**config.mk**
```make
export PLATFORM = sky130hd
export DESIGN_NAME = task_file_regs
export DESIGN_NICKNAME = d
export VERILOG_FILES = /design/src/verilog/task_file_pkg.sv /design/src/verilog/status_flag_cell.sv /design/src/verilog/task_file_regs.sv
export VERILOG_INCLUDE_DIRS = /design/src /design/src/verilog
export SDC_FILE = /design/constraint.sdc
export NUM_CORES = 1
export LEC_CHECK = 0
export ABC_CLOCK_PERIOD_IN_PS = 2400
export BUFFER_PORTS_ARGS = -buffer_cell sky130_fd_sc_hd__buf_2
export CAP_MARGIN = 20
export CORE_UTILIZATION = 45
export CTS_BUF_LIST = sky130_fd_sc_hd__clkbuf_16
export DETAILED_ROUTE_END_ITERATION = 8
export PLACE_DENSITY_LB_ADDON = 0.05
export REMOVE_ABC_BUFFERS = 1
export SYNTH_ARGS = -nofsm -noshare
export SYNTH_HDL_FRONTEND = slang
export SYNTH_SLANG_ARGS = --single-unit
```
**constraint.sdc**
```tcl
create_clock -name hclk -period 2.4 [get_ports hclk]
set_input_delay 0.36 -clock hclk [delete_from_list [all_inputs] [get_ports hclk]]
set_output_delay 0.36 -clock hclk [all_outputs]
set_load 0.01 [all_outputs]
```
**src/verilog/task_file_defines.svh**
```systemverilog
/*
 Register offsets, field positions and reset values of the task-file status/control bank.
 Assumes inclusion by bare name; definitions only.
*/
`ifndef TASK_FILE_DEFINES_SVH
`define TASK_FILE_DEFINES_SVH
`define OFS_DEVICE_HEAD 12'h000
`define OFS_STATUS 12'h004
`define OFS_STATUS_SHADOW 12'h008
`define OFS_COMMAND 12'h00c
`define OFS_DEVICE_CONTROL 12'h010
`define OFS_DRIVE_ADDRESS 12'h014
`define OFS_CORE_EVENTS 12'h018
`define OFS_CONFIG 12'h01c
`define DH_LBA_BIT 6
`define DH_UNIT_BIT 4
`define DH_RESET 8'ha0
`define DC_SOFT_RESET_BIT_BIT 2
`define DC_IRQ_DISABLE_BIT_BIT 1
`define DC_RESET 8'h08
`define ST_BUSY 7
`define ST_READY 6
`define ST_WFAULT 5
`define ST_SEEK 4
`define ST_XFER 3
`define ST_FIXED 2
`define ST_INDEX 1
`define ST_FAULT 0
`define ST_RESET 8'h50
`endif

```
**src/verilog/task_file_pkg.sv**
```systemverilog
/*
 Types shared by the task-file bank files.
 Assumes the defines header is included where offsets are needed.
*/
package task_file_pkg;
  typedef struct packed {
    logic [11:0] addr;
    logic write;
    logic read;
  } bus_req_s;
  typedef struct packed {
    logic set_busy;
    logic clr_busy;
    logic set_wfault;
    logic set_seek;
    logic set_xfer;
    logic clr_xfer;
    logic set_fixed;
    logic set_fault;
  } core_ev_s;
  typedef enum logic [1:0] {ADDR_IDLE, ADDR_DATA} phase_e;
endpackage

```
**src/verilog/status_flag_cell.sv**
```systemverilog
/*
 One sticky status flag: hardware set beats clear in the same cycle.
 Assumes same-clock set and clear pulses.
*/
`timescale 1ns/10ps
module status_flag_cell #(
  parameter logic RESET_VAL = 1'b0
) (
  // Clock and reset
  input wire logic hclk,
  input wire logic hresetn,
  // Control
  input wire logic set_i,
  input wire logic clr_i,
  output logic flag_q
);
  always_ff @(posedge hclk or negedge hresetn) begin
    if (!hresetn) begin
      flag_q <= RESET_VAL;
    end else if (set_i) begin
      flag_q <= 1'b1;
    end else if (clr_i) begin
      flag_q <= 1'b0;
    end
  end
endmodule

```
**src/verilog/task_file_regs.sv**
```systemverilog
/*
 Task-file status/control register bank as an AHB-Lite slave: device/head, status,
 alternate status, command, device control and legacy drive address.
 Assumes a single AHB-Lite master with word transfers; the card core drives event pulses
 on hclk; interrupt source and drive-active inputs come from the same clock domain.
*/
`timescale 1ns/10ps
`include "task_file_defines.svh"
module task_file_regs
  import task_file_pkg::*;
(
  // Clock and reset
  input wire logic hclk,
  input wire logic hresetn,
  // AHB-Lite slave
  input wire logic hsel,
  input wire logic [11:0] haddr,
  input wire logic [1:0] htrans,
  input wire logic hwrite,
  input wire logic [2:0] hsize,
  input wire logic [31:0] hwdata,
  input wire logic hready,
  output logic [31:0] hrdata,
  output logic hreadyout,
  output logic hresp,
  // Card core
  input wire core_ev_s core_ev,
  input wire logic unit_active,
  input wire logic irq_source,
  input wire logic io_mode_indexed,
  input wire logic level_irq_mode,
  output logic [7:0] command_q,
  output logic command_strobe_q,
  output logic lba_mode_q,
  output logic unit_select_q,
  output logic [3:0] head_bits_q,
  output logic soft_reset_q,
  output logic host_interrupt_request_q,
  output logic drive_addr_bit7_oe_q
);
  phase_e phase_q;
  bus_req_s req_q;
  logic [7:0] device_head_q;
  logic [7:0] device_control_q;
  logic [7:0] status_flags;
  logic [7:0] drive_address;
  logic [7:0] rd_byte;
  logic [7:0] cfg_q;
  logic irq_pending_q;
  logic wr_cmd;
  logic rd_status;
  logic task_reset;
  logic [7:0] set_vec;
  logic [7:0] clr_vec;
  logic [7:0] flag_vec;

  // Address phase capture; zero wait states so hreadyout stays high
  always_ff @(posedge hclk or negedge hresetn) begin
    if (!hresetn) begin
      phase_q <= ADDR_IDLE;
      req_q <= '0;
    end else if (hready) begin
      if (hsel && htrans[1]) begin
        phase_q <= ADDR_DATA;
        req_q.addr <= haddr;
        req_q.write <= hwrite;
        req_q.read <= !hwrite;
      end else begin
        phase_q <= ADDR_IDLE;
        req_q <= '0;
      end
    end
  end

  assign hreadyout = 1'b1;
  assign hresp = 1'b0;

  logic data_wr;
  assign data_wr = (phase_q == ADDR_DATA) && req_q.write;
  assign wr_cmd = data_wr && (req_q.addr == `OFS_COMMAND);
  assign rd_status = (phase_q == ADDR_DATA) && req_q.read && (req_q.addr == `OFS_STATUS);
  assign task_reset = device_control_q[`DC_SOFT_RESET_BIT_BIT];

  // Device/head select; held at its reset value while soft reset stands
  always_ff @(posedge hclk or negedge hresetn) begin
    if (!hresetn) begin
      device_head_q <= `DH_RESET;
    end else if (task_reset) begin
      device_head_q <= `DH_RESET;
    end else if (data_wr && req_q.addr == `OFS_DEVICE_HEAD) begin
      device_head_q <= hwdata[7:0];
    end
  end

  // Device control lives outside the task file, so soft reset never clears itself
  always_ff @(posedge hclk or negedge hresetn) begin
    if (!hresetn) begin
      device_control_q <= `DC_RESET;
    end else if (data_wr && req_q.addr == `OFS_DEVICE_CONTROL) begin
      device_control_q <= {4'h0, 1'b1, hwdata[`DC_SOFT_RESET_BIT_BIT], hwdata[`DC_IRQ_DISABLE_BIT_BIT], 1'b0};
    end
  end

  // Scratch configuration word, software visible only
  always_ff @(posedge hclk or negedge hresetn) begin
    if (!hresetn) begin
      cfg_q <= 8'h00;
    end else if (data_wr && req_q.addr == `OFS_CONFIG) begin
      cfg_q <= hwdata[7:0];
    end
  end

  // Command register; ignored during soft reset
  always_ff @(posedge hclk or negedge hresetn) begin
    if (!hresetn) begin
      command_q <= 8'h00;
      command_strobe_q <= 1'b0;
    end else begin
      command_strobe_q <= wr_cmd && !task_reset;
      if (wr_cmd && !task_reset) begin
        command_q <= hwdata[7:0];
      end
    end
  end

  always_ff @(posedge hclk or negedge hresetn) begin
    if (!hresetn) begin
      lba_mode_q <= 1'b0;
      unit_select_q <= 1'b0;
      head_bits_q <= 4'h0;
      soft_reset_q <= 1'b0;
    end else begin
      lba_mode_q <= device_head_q[`DH_LBA_BIT];
      unit_select_q <= device_head_q[`DH_UNIT_BIT];
      head_bits_q <= device_head_q[3:0];
      soft_reset_q <= task_reset;
    end
  end

  // Per-flag set/clear; a new command clears transfer, fixed, write fault and fault, soft reset clears all
  always_comb begin
    set_vec = '0;
    clr_vec = {8{task_reset}};
    set_vec[`ST_BUSY] = core_ev.set_busy;
    clr_vec[`ST_BUSY] = core_ev.clr_busy || task_reset;
    set_vec[`ST_READY] = core_ev.clr_busy;
    clr_vec[`ST_READY] = core_ev.set_busy || task_reset;
    set_vec[`ST_WFAULT] = core_ev.set_wfault;
    clr_vec[`ST_WFAULT] = wr_cmd || task_reset;
    set_vec[`ST_SEEK] = core_ev.set_seek;
    set_vec[`ST_XFER] = core_ev.set_xfer;
    clr_vec[`ST_XFER] = wr_cmd || core_ev.clr_xfer || task_reset;
    set_vec[`ST_FIXED] = core_ev.set_fixed;
    clr_vec[`ST_FIXED] = wr_cmd || task_reset;
    clr_vec[`ST_INDEX] = 1'b1;
    set_vec[`ST_FAULT] = core_ev.set_fault;
    clr_vec[`ST_FAULT] = wr_cmd || task_reset;
  end

  genvar gi;
  generate
    for (gi = 0; gi < 8; gi++) begin : g_flag
      status_flag_cell #(
        .RESET_VAL(1'((`ST_RESET >> gi) & 8'h01))
      ) u_flag (
        .hclk(hclk),
        .hresetn(hresetn),
        .set_i(set_vec[gi] && !task_reset && gi != `ST_INDEX),
        .clr_i(clr_vec[gi]),
        .flag_q(flag_vec[gi])
      );
    end
  endgenerate

  always_comb begin
    status_flags = flag_vec;
    status_flags[`ST_INDEX] = 1'b0;
  end

  // Drive address: bit 7 is not driven; read data shows zero there
  always_comb begin
    drive_address = 8'h00;
    drive_address[6] = 1'b0;
    drive_address[5:2] = ~device_head_q[3:0];
    drive_address[1] = !(unit_active && device_head_q[`DH_UNIT_BIT]);
    drive_address[0] = !(unit_active && !device_head_q[`DH_UNIT_BIT]);
  end

  // Write-only offsets read back the read-side register of the shared location.
  // Decoded from the address phase so the byte stands for the whole data phase.
  always_comb begin
    unique case (haddr)
      `OFS_DEVICE_HEAD: rd_byte = device_head_q;
      `OFS_STATUS, `OFS_COMMAND: rd_byte = status_flags;
      `OFS_STATUS_SHADOW, `OFS_DEVICE_CONTROL: rd_byte = status_flags;
      `OFS_DRIVE_ADDRESS: rd_byte = drive_address;
      `OFS_CORE_EVENTS: rd_byte = {6'h00, soft_reset_q, irq_pending_q};
      `OFS_CONFIG: rd_byte = cfg_q;
      default: rd_byte = 8'h00;
    endcase
  end

  always_ff @(posedge hclk or negedge hresetn) begin
    if (!hresetn) begin
      hrdata <= 32'h0000_0000;
    end else if (hready && hsel && htrans[1] && !hwrite) begin
      hrdata <= {24'h00_0000, rd_byte};
    end
  end

  // Bit 7 enable is low always; it is only meaningful as an output enable
  always_ff @(posedge hclk or negedge hresetn) begin
    if (!hresetn) begin
      drive_addr_bit7_oe_q <= 1'b0;
    end else begin
      drive_addr_bit7_oe_q <= 1'b0;
    end
  end

  // Pending interrupt: source set wins over status-read clear
  always_ff @(posedge hclk or negedge hresetn) begin
    if (!hresetn) begin
      irq_pending_q <= 1'b0;
    end else if (irq_source && !task_reset) begin
      irq_pending_q <= 1'b1;
    end else if (task_reset || (rd_status && io_mode_indexed && level_irq_mode)) begin
      irq_pending_q <= 1'b0;
    end
  end

  always_ff @(posedge hclk or negedge hresetn) begin
    if (!hresetn) begin
      host_interrupt_request_q <= 1'b0;
    end else begin
      host_interrupt_request_q <= irq_pending_q && !device_control_q[`DC_IRQ_DISABLE_BIT_BIT];
    end
  end
endmodule

```
==> impl_metrics.yaml <==
run_status:
  status: "complete, but fails checks"
  violations: "design-rule violations"
global_route:
  grt_pass1_vias: 2065
  grt_max_degree: 31
  antenna_found_initial: 0
  grt_use_total: 0.2012
  grt_pass1_wl_um: 10700
  gr-total-overflow: 0
synthesis:
  yosysMostFrequentCell: "dfrtp_1"
  ys_types: 45
  async_flop_share: 1.000
  netlist_area_um2: 3045
  ys.flop_type: "dfrtp_1"
  synth_area_leaders: "dfrtp_1 (51%), mux2_2 (7.4%), buf_4 (6.9%), nand2_1 (4.2%), dfstp_2 (3.5%)"
  yosysTopAreaCell: "dfrtp_1"
  synth-edff-count: 0
  yosysSeqAreaShare: 0.5440
  ys_ff_latch: 66
  syn_avg_cell_area_um2: 10.80
  syn-instance-count: 282
  netlist_top_cells_count: "dfrtp_1 (62), nand2_1 (34), buf_4 (28)"
  synth_top_cell_area_share: 0.5094
  yosys_warnings: 0
drt:
  drc: 14
  routed_wirelength_um: 6718
  viasPerCell: 5.110
  routedWlPerCell_um: 15.44
  vias: 2223
  dr.pass1.iters: 6
  dr.first_iter.drc_count: 136
  drtAntennaViolNets: 0
clock_tree:
  path_clk_slew_ns: 0.05
  cts_resized: 0
  cts.path.max_buffers: 2
  tritoncts: "done"
  cts_buffers: 9
  worstSkewPairLatency_ns: 0.32
  clock-sinks: 66
  cts_root_buffer: "clkbuf_16"
  htreeDepth: 3
place:
  finalWeightedCongestion: 0.7807
  port_buffers: 62
  hpwlAfterDp_um: 4797
  placed_cells: 418
sta:
  setup_violations: 0
  rsz0062_at_grt: "false"
  setup_tns_ns: 0
  period_share: 0.8325
  fmax_mhz: 500.5
  max_slew.worst_pin.slew_ns: 0.5580
  slew_violations: 0
  hold_ws_ns: 0.2532
  finalClockSkew_ns: 0.006166
  relSlewSlack: 0.6249
  hold_viol: 0
  period_minus_slack_ns: 1.998
floorplanning:
  die_y_um: 84.27
  chipWidth_um: 84.27
  num_io_pins: 118
  start_util: 0.4715
  core_um2: 6459
  die-area_um2: 7101
  row_count: 29
pwr:
  p_per_area_nw_per_um2: 825.4
  peakVddDrop_v: 0.0004722
  leakage_nw: 1.802
layout:
  syn_to_final_growth_pct: 21.82
  nFillCells: 570
  final_nets: 419
  drive_gt1_frac: 0.3324
  fin_cells: 435
  postLayoutCoreUtil: 0.5744
  antennaDiodeCount: 0
  regArea_um2: 1657
  multiInputGateArea_um2: 1174
worst_setup_path:
  cpPeakStageDelay_ns: 0.40
  cpMaxStageDelayCell: "nor4_2"
  cp_data_arrival_time_ns: 2.21
  cp_common_cell: "and3_1"
  critPathLaunchType: "flip-flop"
  critical_path_required_ns: 2.61
  crit_fanout: 8
  rr_worst_depth: 5
  critPathKind: "reg2reg"
  worstSetupEndpointType: "flip-flop"
  crit_path_cell_trace: "nor4_2, and3_1, and3_1, buf_12, mux2_2"
worst_hold_path:
  min_path_cells: 3
  hold_path_class: "in2reg"
flow_run:
  maxCapViolCount: 0
-- area by class of cell --
class,count,share of cell area
Sequential cell,66,0.4465
Multi-Input combinational cell,187,0.3164
Timing Repair Buffer,71,0.1093
Clock buffer,9,0.06071
Tap cell,77,0.02597
Clock inverter,7,0.02293
Inverter,18,0.01821
-- flip-flops by register name, indices dropped and copies added (netlist names) --
signal	flops
command_q	8
device_head_q	8
head_bits_q	4
phase_q	1
lba_mode_q	1
req_q	14
irq_pending_q	1
host_interrupt_request_q	1
command_strobe_q	1
cfg_q	8
soft_reset_q	1
g_flag.u_flag.flag_q	7
device_control_q	2
hrdata	8
unit_select_q	1
-- cells in the final DEF, fill, tap and decap left out, types with 3 or more instances in the layout --
cell	count
dfrtp_1	62
o21ai_1	5
buf_2	62
a22o_1	4
o21ai_0	18
mux2i_1	8
conb_1	27
a32oi_1	3
mux2_2	20
buf_4	6
clkbuf_16	9
nor2b_1	3
nand3_1	4
nor3_1	3
and3_1	4
a21oi_1	8
nor2_1	13
inv_1	18
nand2_1	34
a22oi_1	6
dfstp_2	4
-- timing repair --
item / in CTS / in global routing
buffers inserted: 0 / 0
hold buffers: 1 / 0
endpoints found under the setup margin: 0 / 0
endpoints found under the hold margin: 12 / 0
-- per-stage QoR --
| stage | setup slack, ns | instance area, um2 | total power [W] |
|---|---|---|---|
| floorplan | 0.6794 | 2898 | 0.001529 |
| global placement | 0.4302 | 3390 | 0.001720 |
| detailed placement | 0.4090 | 3390 | 0.001723 |
| CTS | 0.4048 | 3710 | 0.003092 |
| global route | 0.3307 | 3710 | 0.003195 |
| finish | 0.4019 | 3710 | 0.003062 |
-- path summary, 6_finish.rpt --
check	startpoint	to	slack, ns
max	req_q[11]	command_q[2]	0.40
min	haddr[1]	req_q[3]	0.25
max reg2reg	req_q[11]	command_q[2]	0.40
min reg2reg	device_control_q[1]	host_interrupt_request_q	0.42
max in group asynchronous	hresetn	device_head_q[5]	1.24
min in group asynchronous	hresetn	g_flag[2].u_flag.flag_q	0.48
-- power breakdown --
group	internal, W	switching [W]
clock	0.000897	0.000452
combinational	0.000145	0.000203
sequential	0.00126	0.000105
-- critical path: cells and delay by family (launching register included) --
| family | cells | cell delay, ns |
|---|---|---|
| and+or+nand+nor | 3 | 1.01 |
| DFF | 1 | 0.38 |
| muxes | 1 | 0.33 |
| buffers and inverters | 1 | 0.17 |
-- per-layer routing --
layer / share of wire / track usage / vias up / wire length, um
li1: - / - / 1069 / -
met1: 0.48 / 0.2946 / 1060 / 3255
met2: 0.44 / 0.2846 / 79 / 2929
met3: 0.056 / 0.03736 / 15 / 378
met4: 0.023 / 0.1050 / 0 / 155
met5: 0 / 0 / - / 0
-- cell families after synthesis --
kind of cell,count (synthesis),synth area share
flops,66,0.5440
compound gates,52,0.1085
buf+inv,54,0.1015
simple gates,80,0.1434
mux,28,0.1002
other cells,2,0.002466
No activity file was read; power rests on OpenSTA's default activity.
